<file path="src/hdl/qdbr_pkg.sv">
package qdbr_pkg;

  // ----------------------------------------------------------------
  // command codes and field encodings
  // ----------------------------------------------------------------
  localparam logic [7:0] CMD_QUEUE_MGMT  = 8'h63;
  localparam logic [7:0] CMD_READ_BUFFER = 8'hE4;
  localparam logic [3:0] SUB_DEADLINE    = 4'h1;
  localparam logic [1:0] PRIORITY_CLASS_ISOCH      = 2'h1;

  // ----------------------------------------------------------------
  // register byte offsets
  // ----------------------------------------------------------------
  localparam logic [11:0] OFF_CMD  = 12'h000;
  localparam logic [11:0] OFF_CFG  = 12'h004;
  localparam logic [11:0] OFF_STAT = 12'h008;
  localparam logic [11:0] OFF_DATA = 12'h00C;
  localparam logic [11:0] OFF_SDB  = 12'h010;

  // ----------------------------------------------------------------
  // command block word layout
  // ----------------------------------------------------------------
  localparam int CMD_CODE_LSB  = 0;
  localparam int CMD_FEAT_LSB  = 8;
  localparam int CMD_COUNT_LSB = 16;
  localparam int CMD_NUM_LSB   = 24;

  // ----------------------------------------------------------------
  // feature and tag fields
  // ----------------------------------------------------------------
  localparam int FEAT_SUB_LSB       = 0;
  localparam int FEAT_WR_STRICT_BIT = 4;
  localparam int FEAT_RD_STRICT_BIT = 5;
  localparam int FEAT_RSVD_LSB      = 6;
  localparam int TAG_LSB            = 3;

  // ----------------------------------------------------------------
  // status, error and config bit positions
  // ----------------------------------------------------------------
  localparam int STAT_BUSY  = 7;
  localparam int STAT_RDY   = 6;
  localparam int STAT_FAULT = 5;
  localparam int STAT_SEEK  = 4;
  localparam int STAT_DRQ   = 3;
  localparam int STAT_ERR   = 0;
  localparam int ERR_ABT    = 2;
  localparam int STAT_ERRREG_LSB = 8;
  localparam int STAT_WR_STRICT  = 16;
  localparam int STAT_RD_STRICT  = 17;
  localparam int STAT_MISS       = 24;
  localparam int CFG_NCQ_EN_BIT  = 0;
  localparam int CFG_DEPTH_LSB   = 8;

  // ----------------------------------------------------------------
  // reset values and sizes
  // ----------------------------------------------------------------
  localparam logic        NCQ_EN_RST    = 1'b1;
  localparam logic [4:0]  MAX_DEPTH_RST = 5'h1F;
  localparam int          SECTOR_WORDS  = 256;
  localparam int          TAG_W         = 5;

  typedef enum logic [1:0] {
    ST_IDLE,
    ST_EXEC,
    ST_XFER
  } qdbr_state_type;

endpackage

</file>
<file path="src/hdl/qdbr_deadline_mon.sv">
`timescale 1ns/1ps
`default_nettype none

module qdbr_deadline_mon (
  input  wire logic       sys_clk_i,
  input  wire logic       rst_n_i,
  input  wire logic       wr_strict_i,
  input  wire logic       rd_strict_i,
  input  wire logic       done_i,
  input  wire logic       is_write_i,
  input  wire logic [1:0] priority_class_i,
  input  wire logic       late_i,
  output logic            abort_all_o
);

  // ----------------------------------------------------------------
  // late isochronous completion under the strict flag of its direction aborts everything
  // ----------------------------------------------------------------
  logic isoch;
  logic strict;

  assign isoch  = (priority_class_i == qdbr_pkg::PRIORITY_CLASS_ISOCH);
  assign strict = is_write_i ? wr_strict_i : rd_strict_i;

  always_ff @(posedge sys_clk_i or negedge rst_n_i) begin
    if (!rst_n_i) begin
      abort_all_o <= 1'b0;
    end else begin
      abort_all_o <= done_i & late_i & isoch & strict;
    end
  end

endmodule

`default_nettype wire

</file>
<file path="src/hdl/qdbr_sector_buf.sv">
`timescale 1ns/1ps
`default_nettype none

module qdbr_sector_buf #(
  parameter int WORDS = 256,
  parameter int AW    = 8
) (
  input  wire logic          sys_clk_i,
  input  wire logic          wr_en_i,
  input  wire logic [AW-1:0] wr_addr_i,
  input  wire logic [15:0]   wr_data_i,
  input  wire logic [AW-1:0] rd_addr_i,
  output logic      [15:0]   rd_data_o
);

  // ----------------------------------------------------------------
  // storage
  // ----------------------------------------------------------------
  generate
    if ((1 << AW) != WORDS) begin : g_bad
      $error("sector buffer depth must equal two to the address width");
    end
  endgenerate

  logic [15:0] mem [WORDS];

  always_ff @(posedge sys_clk_i) begin
    if (wr_en_i) begin
      mem[wr_addr_i] <= wr_data_i;
    end
  end

  assign rd_data_o = mem[rd_addr_i];

endmodule

`default_nettype wire

</file>
<file path="src/hdl/qdbr_top.sv">
// The placing of the registers and the APB interface to the registers are this design's own decisions.
`timescale 1ns/1ps
`default_nettype none

module qdbr_top #(
  parameter int SECTOR_WORDS = qdbr_pkg::SECTOR_WORDS
) (
  input  wire logic        sys_clk_i,
  input  wire logic        rst_n_i,
  input  wire logic        psel_i,
  input  wire logic        penable_i,
  input  wire logic        pwrite_i,
  input  wire logic [11:0] paddr_i,
  input  wire logic [31:0] pwdata_i,
  output logic      [31:0] prdata_o,
  output logic             pready_o,
  output logic             pslverr_o,
  input  wire logic        qcmd_done_i,
  input  wire logic        qcmd_is_write_i,
  input  wire logic [1:0]  qcmd_priority_class_i,
  input  wire logic        qcmd_late_i,
  output logic             sdb_fis_o,
  output logic      [4:0]  sdb_tag_o,
  output logic             abort_all_o
);

  localparam int AW = $clog2(SECTOR_WORDS);

  // ----------------------------------------------------------------
  // elaboration checks
  // ----------------------------------------------------------------
  generate
    if (SECTOR_WORDS < 2 || (1 << AW) != SECTOR_WORDS) begin : g_bad_words
      $error("sector word count must be a power of two of at least two");
    end
  endgenerate

  // ----------------------------------------------------------------
  // helpers
  // ----------------------------------------------------------------
  function automatic logic [4:0] tag_of(input logic [7:0] field);
    tag_of = field[qdbr_pkg::TAG_LSB +: qdbr_pkg::TAG_W];
  endfunction

  function automatic logic addr_hit(input logic [11:0] addr, input logic [11:0] off);
    addr_hit = (addr == off);
  endfunction

  // ----------------------------------------------------------------
  // bus phases
  // ----------------------------------------------------------------
  logic setup_ph;
  logic access_ph;
  logic wr_acc;
  logic rd_acc;
  logic mapped;

  assign setup_ph  = psel_i & ~penable_i;
  assign access_ph = psel_i & penable_i;
  assign wr_acc    = access_ph & pwrite_i;
  assign rd_acc    = access_ph & ~pwrite_i;
  assign mapped    = addr_hit(paddr_i, qdbr_pkg::OFF_CMD)  |
                     addr_hit(paddr_i, qdbr_pkg::OFF_CFG)  |
                     addr_hit(paddr_i, qdbr_pkg::OFF_STAT) |
                     addr_hit(paddr_i, qdbr_pkg::OFF_DATA) |
                     addr_hit(paddr_i, qdbr_pkg::OFF_SDB);

  assign pready_o  = access_ph;
  assign pslverr_o = access_ph & ~mapped;

  // ----------------------------------------------------------------
  // state and registers
  // ----------------------------------------------------------------
  qdbr_pkg::qdbr_state_type state_r;
  logic [7:0]    cmd_code_r;
  logic [7:0]    feat_r;
  logic [7:0]    count_r;
  logic [7:0]    num_r;
  logic          ncq_en_r;
  logic [4:0]    max_depth_r;
  logic          busy_r;
  logic          drq_r;
  logic          err_r;
  logic          abt_r;
  logic          wr_strict_r;
  logic          rd_strict_r;
  logic          miss_r;
  logic [AW-1:0] wr_ptr_r;
  logic [AW-1:0] rd_ptr_r;
  logic [31:0]   prdata_r;
  logic          sdb_fis_r;
  logic [4:0]    sdb_tag_r;
  logic [15:0]   buf_rd_data;
  logic          abort_all;

  logic cmd_wr;
  logic cfg_wr;
  logic stat_wr;
  logic data_wr;
  logic data_pop;

  assign cmd_wr   = wr_acc & addr_hit(paddr_i, qdbr_pkg::OFF_CMD) & (state_r == qdbr_pkg::ST_IDLE);
  assign cfg_wr   = wr_acc & addr_hit(paddr_i, qdbr_pkg::OFF_CFG);
  assign stat_wr  = wr_acc & addr_hit(paddr_i, qdbr_pkg::OFF_STAT);
  assign data_wr  = wr_acc & addr_hit(paddr_i, qdbr_pkg::OFF_DATA) &
                    (state_r == qdbr_pkg::ST_IDLE);
  assign data_pop = rd_acc & addr_hit(paddr_i, qdbr_pkg::OFF_DATA) &
                    (state_r == qdbr_pkg::ST_XFER);

  // ----------------------------------------------------------------
  // decode of the latched command block
  // ----------------------------------------------------------------
  logic is_qmgmt;
  logic is_deadline;
  logic is_rdbuf;
  logic bad_param;
  logic tag_clash;
  logic tag_invalid;
  logic dl_ok;

  assign is_qmgmt    = (cmd_code_r == qdbr_pkg::CMD_QUEUE_MGMT);
  assign is_deadline = is_qmgmt &
                       (feat_r[qdbr_pkg::FEAT_SUB_LSB +: 4] == qdbr_pkg::SUB_DEADLINE);
  assign is_rdbuf    = (cmd_code_r == qdbr_pkg::CMD_READ_BUFFER);
  assign bad_param   = (feat_r[7:qdbr_pkg::FEAT_RSVD_LSB] != 2'h0);
  assign tag_clash   = (tag_of(num_r) == tag_of(count_r));
  assign tag_invalid = (tag_of(num_r) > max_depth_r) |
                       (tag_of(count_r) > max_depth_r);
  assign dl_ok       = is_deadline & ncq_en_r & ~bad_param &
                       ~tag_clash & ~tag_invalid;

  // ----------------------------------------------------------------
  // command latch
  // ----------------------------------------------------------------
  always_ff @(posedge sys_clk_i or negedge rst_n_i) begin
    if (!rst_n_i) begin
      cmd_code_r <= 8'h00;
      feat_r     <= 8'h00;
      count_r    <= 8'h00;
      num_r      <= 8'h00;
    end else if (cmd_wr) begin
      cmd_code_r <= pwdata_i[qdbr_pkg::CMD_CODE_LSB +: 8];
      feat_r     <= pwdata_i[qdbr_pkg::CMD_FEAT_LSB +: 8];
      count_r    <= pwdata_i[qdbr_pkg::CMD_COUNT_LSB +: 8];
      num_r      <= pwdata_i[qdbr_pkg::CMD_NUM_LSB +: 8];
    end
  end

  // ----------------------------------------------------------------
  // configuration
  // ----------------------------------------------------------------
  always_ff @(posedge sys_clk_i or negedge rst_n_i) begin
    if (!rst_n_i) begin
      ncq_en_r    <= qdbr_pkg::NCQ_EN_RST;
      max_depth_r <= qdbr_pkg::MAX_DEPTH_RST;
    end else if (cfg_wr) begin
      ncq_en_r    <= pwdata_i[qdbr_pkg::CFG_NCQ_EN_BIT];
      max_depth_r <= pwdata_i[qdbr_pkg::CFG_DEPTH_LSB +: qdbr_pkg::TAG_W];
    end
  end

  // ----------------------------------------------------------------
  // command sequencer
  // ----------------------------------------------------------------
  always_ff @(posedge sys_clk_i or negedge rst_n_i) begin
    if (!rst_n_i) begin
      state_r <= qdbr_pkg::ST_IDLE;
      busy_r  <= 1'b0;
      drq_r   <= 1'b0;
      err_r   <= 1'b0;
      abt_r   <= 1'b0;
    end else begin
      case (state_r)
        qdbr_pkg::ST_IDLE: begin
          if (cmd_wr) begin
            state_r <= qdbr_pkg::ST_EXEC;
            busy_r  <= 1'b1;
            err_r   <= 1'b0;
            abt_r   <= 1'b0;
          end
        end
        qdbr_pkg::ST_EXEC: begin
          if (is_rdbuf) begin
            state_r <= qdbr_pkg::ST_XFER;
            busy_r  <= 1'b0;
            drq_r   <= 1'b1;
          end else begin
            state_r <= qdbr_pkg::ST_IDLE;
            busy_r  <= 1'b0;
            err_r   <= ~dl_ok;
            abt_r   <= ~dl_ok;
          end
        end
        qdbr_pkg::ST_XFER: begin
          if (data_pop && rd_ptr_r == AW'(SECTOR_WORDS - 1)) begin
            state_r <= qdbr_pkg::ST_IDLE;
            drq_r   <= 1'b0;
            busy_r  <= 1'b0;
          end
        end
        default: begin
          state_r <= qdbr_pkg::ST_IDLE;
          busy_r  <= 1'b0;
          drq_r   <= 1'b0;
        end
      endcase
    end
  end

  // ----------------------------------------------------------------
  // deadline flags and completion notice
  // ----------------------------------------------------------------
  always_ff @(posedge sys_clk_i or negedge rst_n_i) begin
    if (!rst_n_i) begin
      wr_strict_r <= 1'b0;
      rd_strict_r <= 1'b0;
    end else if (state_r == qdbr_pkg::ST_EXEC && dl_ok) begin
      wr_strict_r <= feat_r[qdbr_pkg::FEAT_WR_STRICT_BIT];
      rd_strict_r <= feat_r[qdbr_pkg::FEAT_RD_STRICT_BIT];
    end
  end

  always_ff @(posedge sys_clk_i or negedge rst_n_i) begin
    if (!rst_n_i) begin
      sdb_fis_r <= 1'b0;
      sdb_tag_r <= 5'h00;
    end else begin
      sdb_fis_r <= (state_r == qdbr_pkg::ST_EXEC) & is_qmgmt;
      if (state_r == qdbr_pkg::ST_EXEC && is_qmgmt) begin
        sdb_tag_r <= tag_of(count_r);
      end
    end
  end

  assign sdb_fis_o = sdb_fis_r;
  assign sdb_tag_o = sdb_tag_r;

  // ----------------------------------------------------------------
  // queued completion deadline monitor
  // ----------------------------------------------------------------
  qdbr_deadline_mon u_mon (
    .sys_clk_i   (sys_clk_i),
    .rst_n_i     (rst_n_i),
    .wr_strict_i (wr_strict_r),
    .rd_strict_i (rd_strict_r),
    .done_i      (qcmd_done_i),
    .is_write_i  (qcmd_is_write_i),
    .priority_class_i      (qcmd_priority_class_i),
    .late_i      (qcmd_late_i),
    .abort_all_o (abort_all)
  );

  assign abort_all_o = abort_all;

  // sticky miss indicator, a new miss wins over a software clear
  always_ff @(posedge sys_clk_i or negedge rst_n_i) begin
    if (!rst_n_i) begin
      miss_r <= 1'b0;
    end else if (abort_all) begin
      miss_r <= 1'b1;
    end else if (stat_wr && pwdata_i[qdbr_pkg::STAT_MISS]) begin
      miss_r <= 1'b0;
    end
  end

  // ----------------------------------------------------------------
  // sector buffer pointers
  // ----------------------------------------------------------------
  always_ff @(posedge sys_clk_i or negedge rst_n_i) begin
    if (!rst_n_i) begin
      wr_ptr_r <= '0;
    end else if (cmd_wr) begin
      wr_ptr_r <= '0;
    end else if (data_wr) begin
      wr_ptr_r <= wr_ptr_r + AW'(1);
    end
  end

  always_ff @(posedge sys_clk_i or negedge rst_n_i) begin
    if (!rst_n_i) begin
      rd_ptr_r <= '0;
    end else if (state_r == qdbr_pkg::ST_EXEC) begin
      rd_ptr_r <= '0;
    end else if (data_pop) begin
      rd_ptr_r <= rd_ptr_r + AW'(1);
    end
  end

  // the buffer is shared storage; anything writing it in between may
  // alter the returned sector
  qdbr_sector_buf #(
    .WORDS (SECTOR_WORDS),
    .AW    (AW)
  ) u_buf (
    .sys_clk_i (sys_clk_i),
    .wr_en_i   (data_wr),
    .wr_addr_i (wr_ptr_r),
    .wr_data_i (pwdata_i[15:0]),
    .rd_addr_i (rd_ptr_r),
    .rd_data_o (buf_rd_data)
  );

  // ----------------------------------------------------------------
  // read data, captured in the setup cycle
  // ----------------------------------------------------------------
  logic [7:0] status_byte;
  logic [7:0] error_byte;
  always_comb begin
    status_byte = 8'h00;
    status_byte[qdbr_pkg::STAT_BUSY] = busy_r;
    status_byte[qdbr_pkg::STAT_RDY]  = 1'b1;
    status_byte[qdbr_pkg::STAT_SEEK] = 1'b1;
    status_byte[qdbr_pkg::STAT_DRQ]  = drq_r;
    status_byte[qdbr_pkg::STAT_ERR]  = err_r;
    error_byte = 8'h00;
    error_byte[qdbr_pkg::ERR_ABT]    = abt_r;
  end

  always_ff @(posedge sys_clk_i or negedge rst_n_i) begin
    if (!rst_n_i) begin
      prdata_r <= 32'h0000_0000;
    end else if (setup_ph && !pwrite_i) begin
      prdata_r <= 32'h0000_0000;
      if (addr_hit(paddr_i, qdbr_pkg::OFF_CMD)) begin
        prdata_r <= {num_r, count_r, feat_r, cmd_code_r};
      end
      if (addr_hit(paddr_i, qdbr_pkg::OFF_CFG)) begin
        prdata_r[qdbr_pkg::CFG_NCQ_EN_BIT]                 <= ncq_en_r;
        prdata_r[qdbr_pkg::CFG_DEPTH_LSB +: qdbr_pkg::TAG_W] <= max_depth_r;
      end
      if (addr_hit(paddr_i, qdbr_pkg::OFF_STAT)) begin
        prdata_r[7:0]                              <= status_byte;
        prdata_r[qdbr_pkg::STAT_ERRREG_LSB +: 8]   <= error_byte;
        prdata_r[qdbr_pkg::STAT_WR_STRICT]         <= wr_strict_r;
        prdata_r[qdbr_pkg::STAT_RD_STRICT]         <= rd_strict_r;
        prdata_r[qdbr_pkg::STAT_MISS]              <= miss_r;
      end
      if (addr_hit(paddr_i, qdbr_pkg::OFF_DATA) && state_r == qdbr_pkg::ST_XFER) begin
        prdata_r[15:0] <= buf_rd_data;
      end
      if (addr_hit(paddr_i, qdbr_pkg::OFF_SDB)) begin
        prdata_r[4:0] <= sdb_tag_r;
      end
    end
  end

  assign prdata_o = prdata_r;

endmodule

`default_nettype wire

</file>
<file path="config.mk">
export PLATFORM = sky130hd
export DESIGN_NAME = qdbr_top
export DESIGN_NICKNAME = d
export VERILOG_FILES = /design/src/hdl/qdbr_pkg.sv /design/src/hdl/qdbr_deadline_mon.sv /design/src/hdl/qdbr_sector_buf.sv /design/src/hdl/qdbr_top.sv
export SDC_FILE = /design/constraint.sdc
export NUM_CORES = 2
export LEC_CHECK = 0
export BUFFER_PORTS_ARGS = -buffer_cell sky130_fd_sc_hd__buf_2
export CAP_MARGIN = 10
export CORE_MARGIN = 3
export CORE_UTILIZATION = 50
export DETAILED_ROUTE_END_ITERATION = 10
export MAX_ROUTING_LAYER = met4
export PLACE_DENSITY = 0.74
export SYNTH_ARGS = -nofsm -noshare
export SYNTH_HDL_FRONTEND = slang
export SYNTH_HIERARCHICAL = 1
export SYNTH_SLANG_ARGS = --single-unit
</file>
<file path="constraint.sdc">
create_clock -name sys_clk_i -period 8.05 [get_ports sys_clk_i]
set_input_delay 1.61 -clock sys_clk_i [delete_from_list [all_inputs] [get_ports sys_clk_i]]
set_output_delay 1.61 -clock sys_clk_i [all_outputs]
set_load 0.01 [all_outputs]
</file>
==> flow_summary.toml <==
[run_status]
status = "finished with violations"
violations = "capacitance limit, slew limit"

[routing]
initialDrtViolationCount = 13200
routedLengthMet1_mm = 154
drt.antenna.violating_nets = 0
drt-vias-per-instance = 6.57
dr.pass1.iters = 7
met3_length_mm = 53.8
drc = 0
top_signal_layer_used = "met4"
avgRoutedWirePerCell_microns = 33.1
route.met2.wl_mm = 198
routed-via-count = 84700
wl_mm = 427

[logic_synthesis]
mappedNetlistNets = 7858
synth_cell_type_count = 76
synth_flop_cell = "sky130_fd_sc_hd__edfxtp_1"
ys.warnings.count = 6
synth.area.top_cells = "sky130_fd_sc_hd__edfxtp_1 75%, sky130_fd_sc_hd__mux4_2 11%, sky130_fd_sc_hd__mux2i_1 3.5%"
syn-mean-instance-area_sq_um = 21.0
postSynthCellCount = 7792
yosysSeqAreaShare_pct = 76.9
postSynthRegisterBits = 4196
async_reset_ff_share_pct = 2.38
top_area_cell_type_share_of_the_netlist_area_pct = 75.3
synth.cell_area_sq_um = 163000
synthDominantAreaCellType = "sky130_fd_sc_hd__edfxtp_1"
synth_edf_count = 4096

[cts]
clock-sinks = 4196
worstSkewPairLatency_ns = 0.92
cts.root.buffer_cell = "sky130_fd_sc_hd__clkbuf_16"
clockBufferDepth = 4
tritoncts = "yes"
tritoncts.num_buffers = 397
cts_hold_buf = 0
cts_setup_buffers = 0
cts.clk_slew.worst_paths_ns = 0.06
clock_tree.htree_level_count = 5
ctsResizeCount = 0

[global_route]
grt.overflow.total = 0
largest_net_degree_at_the_start_of_global_routing = 186
grt_antenna_before_repair = 17
wire_length_of_the_first_global_routing_pass_mm = 610
grtUsageTotal_pct = 26.2
grt_pass1_vias = 83100

[run]
drv.max_cap_violation_count = 1

[finish]
final_nets = 8290
area_growth_syn_to_fin_pct = 12.2
drive_gt1_share_pct = 24.3

[die]
initial_core_util_pct = 50.3
die_y_microns = 578
num_rows = 209
placeableCoreArea_sq_um = 325000
boundaryPins = 95
chipWidth_microns = 578
die-area_sq_um = 334000

[power_and_ir_drop]
static_leakage_power_nw = 62.2
max-vdd-ir-drop_v = 0.000201
pwr-share-clk_pct = 43.2
share_of_total_power_in_sequential_cells_pct = 55.7
internal-power_mw = 34.7
power_switching_share_pct = 19.5
net-switching-power_mw = 8.39
power.density_cell_area_nw_per_um2 = 235
comb_power_share_pct = 1.2

[min_path]
hold-path-cell-count = 1
hp-class = "register to register"

[placement]
detailedPlacementHpwl_mm = 246
pre_cts_slack_ns = 2.03
place_congestion = 0.941
io_buffers = 94

[setup_path]
timing.critical_path.arrival_ns = 7.06
required_time_of_the_critical_path_ns = 8.89
worstSetupEndpointType = "register"
rr_worst_depth = 11
startpoint_class_of_the_critical_path = "register"
cp_cell_sequence = "buf_12, buf_4, buf_4, mux2i_1, o221ai_1, o22ai_1, o21ai_0, nand4_1, nor4_1, a21oi_1, o21ai_0"
critical_path.max_fanout = 43
critical_path_class = "register to register"
timing.critical_path.slowest_stage_cell = "sky130_fd_sc_hd__nor4_1"
crit_path_max_incr_delay_ns = 1.34

[sta]
final_critical_path_setup_slack_ns = 1.83
setup_tns_ns = 0
final_period_minus_worst_setup_slack_ns = 6.22
setup-violations-final = 0
worst_slew_margin_rel_pct = -5.21
clock_skew_ns = 0.0586
layout_worst_path_cycle_share_pct = 77.3
final_hold_viol_count = 0
slew_violations = 75
max_freq_ghz = 0.161
grt_setup_unrepaired = "no"
worstMarginPinSlew_ns = 1.56
power by group through the flow:
stage / clock, mW / sequential [mW] / combinational, mW
after floorplan: 0 / 24.4 / 0.0627
after global placement: 0 / 24.4 / 0.476
after detailed placement: 0 / 24.4 / 0.509
after CTS: 18.8 / 24.0 / 0.508
after global routing: 19.6 / 24.0 / 0.541
final: 18.6 / 24.0 / 0.504
layout make-up:
cell class              count  area, sq um
diodes                     19         47.5
clock buffers             478        10300
clock inverters           240         2530
fillers                 22900       141000
inverters                  14         65.1
multi-input cells        3112        35200
flip-flops and latches   4196       126000
well taps                4325         5410
repair buffers            503         4050
metal layers:
layer / vias to the layer above / GRT usage, %
li1: 33700 / -
met1: 44100 / 35.0
met2: 5920 / 38.8
met3: 962 / 6.47
met4: 0 / 10.6
met5: - / -
cells by family (layout without fill, tap and decap cells):
family | Yosys count | in the layout | share of synthesized area, %
other | 0 | 19 | 0
buffers and inverters | 484 | 1235 | 1.73
adders and majority gates | 12 | 12 | 0.0919
and+or+nand+nor | 729 | 729 | 2.10
xor gates and xnor gates | 13 | 13 | 0.0697
DFF | 4196 | 4196 | 76.9
AOI/OAI and AO/OA | 863 | 863 | 3.77
muxes | 1495 | 1495 | 15.4
state kept, by name, indices dropped and copies added, names as in the netlist, 5 cells and up:
register	count
cmd_code_r	8
feat_r	8
sdb_tag_o	5
prdata_o	32
count_r	8
num_r	8
max_depth_r	5
rd_ptr_r	8
wr_ptr_r	8
u_buf/mem	4096
synthesized netlist by cell type (44+ instances only):
master                        n
sky130_fd_sc_hd__a21oi_1    193
sky130_fd_sc_hd__a22o_1      45
sky130_fd_sc_hd__a22oi_1     49
sky130_fd_sc_hd__buf_2       79
sky130_fd_sc_hd__buf_6       79
sky130_fd_sc_hd__clkbuf_1   238
sky130_fd_sc_hd__dfrtp_1     94
sky130_fd_sc_hd__edfxtp_1  4096
sky130_fd_sc_hd__mux2_2     120
sky130_fd_sc_hd__mux2i_1    570
sky130_fd_sc_hd__mux4_2     797
sky130_fd_sc_hd__nand2_1     86
sky130_fd_sc_hd__nand3_1     44
sky130_fd_sc_hd__nor2_1     351
sky130_fd_sc_hd__nor3_1     106
sky130_fd_sc_hd__o21ai_0     51
sky130_fd_sc_hd__o221ai_1   252
sky130_fd_sc_hd__o22ai_1    148
path summary, 6_finish.rpt:
| kind | from | endpoint | slack [ns] |
|---|---|---|---|
| min reg2reg | u_mon/abort_all_o$_DFF_PN0_ | miss_r$_DFFE_PN0P_ | 0.48 |
| max | rd_ptr_r[0]$_DFFE_PN0P_ | prdata_o[9]$_DFFE_PN0P_ | 1.83 |
| max reg2reg | rd_ptr_r[0]$_DFFE_PN0P_ | prdata_o[9]$_DFFE_PN0P_ | 1.83 |
| min in group asynchronous | rst_n_i | u_mon/abort_all_o$_DFF_PN0_ | 0.65 |
| min | u_mon/abort_all_o$_DFF_PN0_ | miss_r$_DFFE_PN0P_ | 0.48 |
| max in group asynchronous | rst_n_i | rd_ptr_r[0]$_DFFE_PN0P_ | 6.13 |
worst max-delay path: cells and delay by family (launching register included):
kind,cells,cell delay (ns)
AO/OA/AOI/OAI,5,1.74
multiplexers,1,0.16
buffers and inverters,3,1.20
flip-flops,1,1.14
AND/OR/NAND/NOR,2,1.77
metrics by stage:
| step | util [%] | instance area [sq um] | power, mW | instances | hold slack [ns] |
|---|---|---|---|---|---|
| 2_1_floorplan | - | 163000 | 24.5 | 7792 | 0.451 |
| 3_3_place_gp | 52.4 | 170000 | 24.9 | 12100 | 0.438 |
| 3_5_place_dp | 52.5 | 170000 | 24.9 | 12100 | 0.443 |
| 4_1_cts | 56.4 | 183000 | 43.3 | 12900 | 0.482 |
| 5_1_grt | 56.4 | 183000 | 44.1 | 12900 | 0.501 |
| 6_report | 56.4 | 183000 | 43.1 | 12900 | 0.477 |
cells in the final DEF, fill, tap and decap left out, types with 12 or more instances in the layout:
master	synthesis	routed
sky130_fd_sc_hd__nor3_1	106	98
sky130_fd_sc_hd__buf_4	30	376
sky130_fd_sc_hd__o221ai_1	252	252
sky130_fd_sc_hd__clkinv_1	0	99
sky130_fd_sc_hd__nor4_1	23	19
sky130_fd_sc_hd__a221oi_1	38	38
sky130_fd_sc_hd__clkbuf_1	238	77
sky130_fd_sc_hd__mux2_2	120	120
sky130_fd_sc_hd__ha_1	12	12
sky130_fd_sc_hd__bufinv_16	0	47
sky130_fd_sc_hd__nor2b_1	12	12
sky130_fd_sc_hd__a22o_1	45	45
sky130_fd_sc_hd__dfrtp_1	94	89
sky130_fd_sc_hd__o21ai_0	51	51
sky130_fd_sc_hd__a21oi_1	193	193
sky130_fd_sc_hd__mux4_2	797	797
sky130_fd_sc_hd__nor2_1	351	294
sky130_fd_sc_hd__mux2i_1	570	570
sky130_fd_sc_hd__buf_2	79	82
sky130_fd_sc_hd__edfxtp_1	4096	4096
sky130_fd_sc_hd__nor2_2	0	56
sky130_fd_sc_hd__diode_2	0	19
sky130_fd_sc_hd__o31ai_1	19	19
sky130_fd_sc_hd__clkinvlp_4	0	18
sky130_fd_sc_hd__nand4_1	34	34
sky130_fd_sc_hd__buf_12	5	28
sky130_fd_sc_hd__a211oi_1	20	20
sky130_fd_sc_hd__clkbuf_16	0	401
sky130_fd_sc_hd__o22ai_1	148	148
sky130_fd_sc_hd__nand3_1	44	41
sky130_fd_sc_hd__buf_8	11	16
sky130_fd_sc_hd__clkinv_2	0	54
sky130_fd_sc_hd__o32ai_1	21	21
sky130_fd_sc_hd__a22oi_1	49	49
sky130_fd_sc_hd__nand2_1	86	85
No activity file was read; power rests on OpenSTA's default activity.
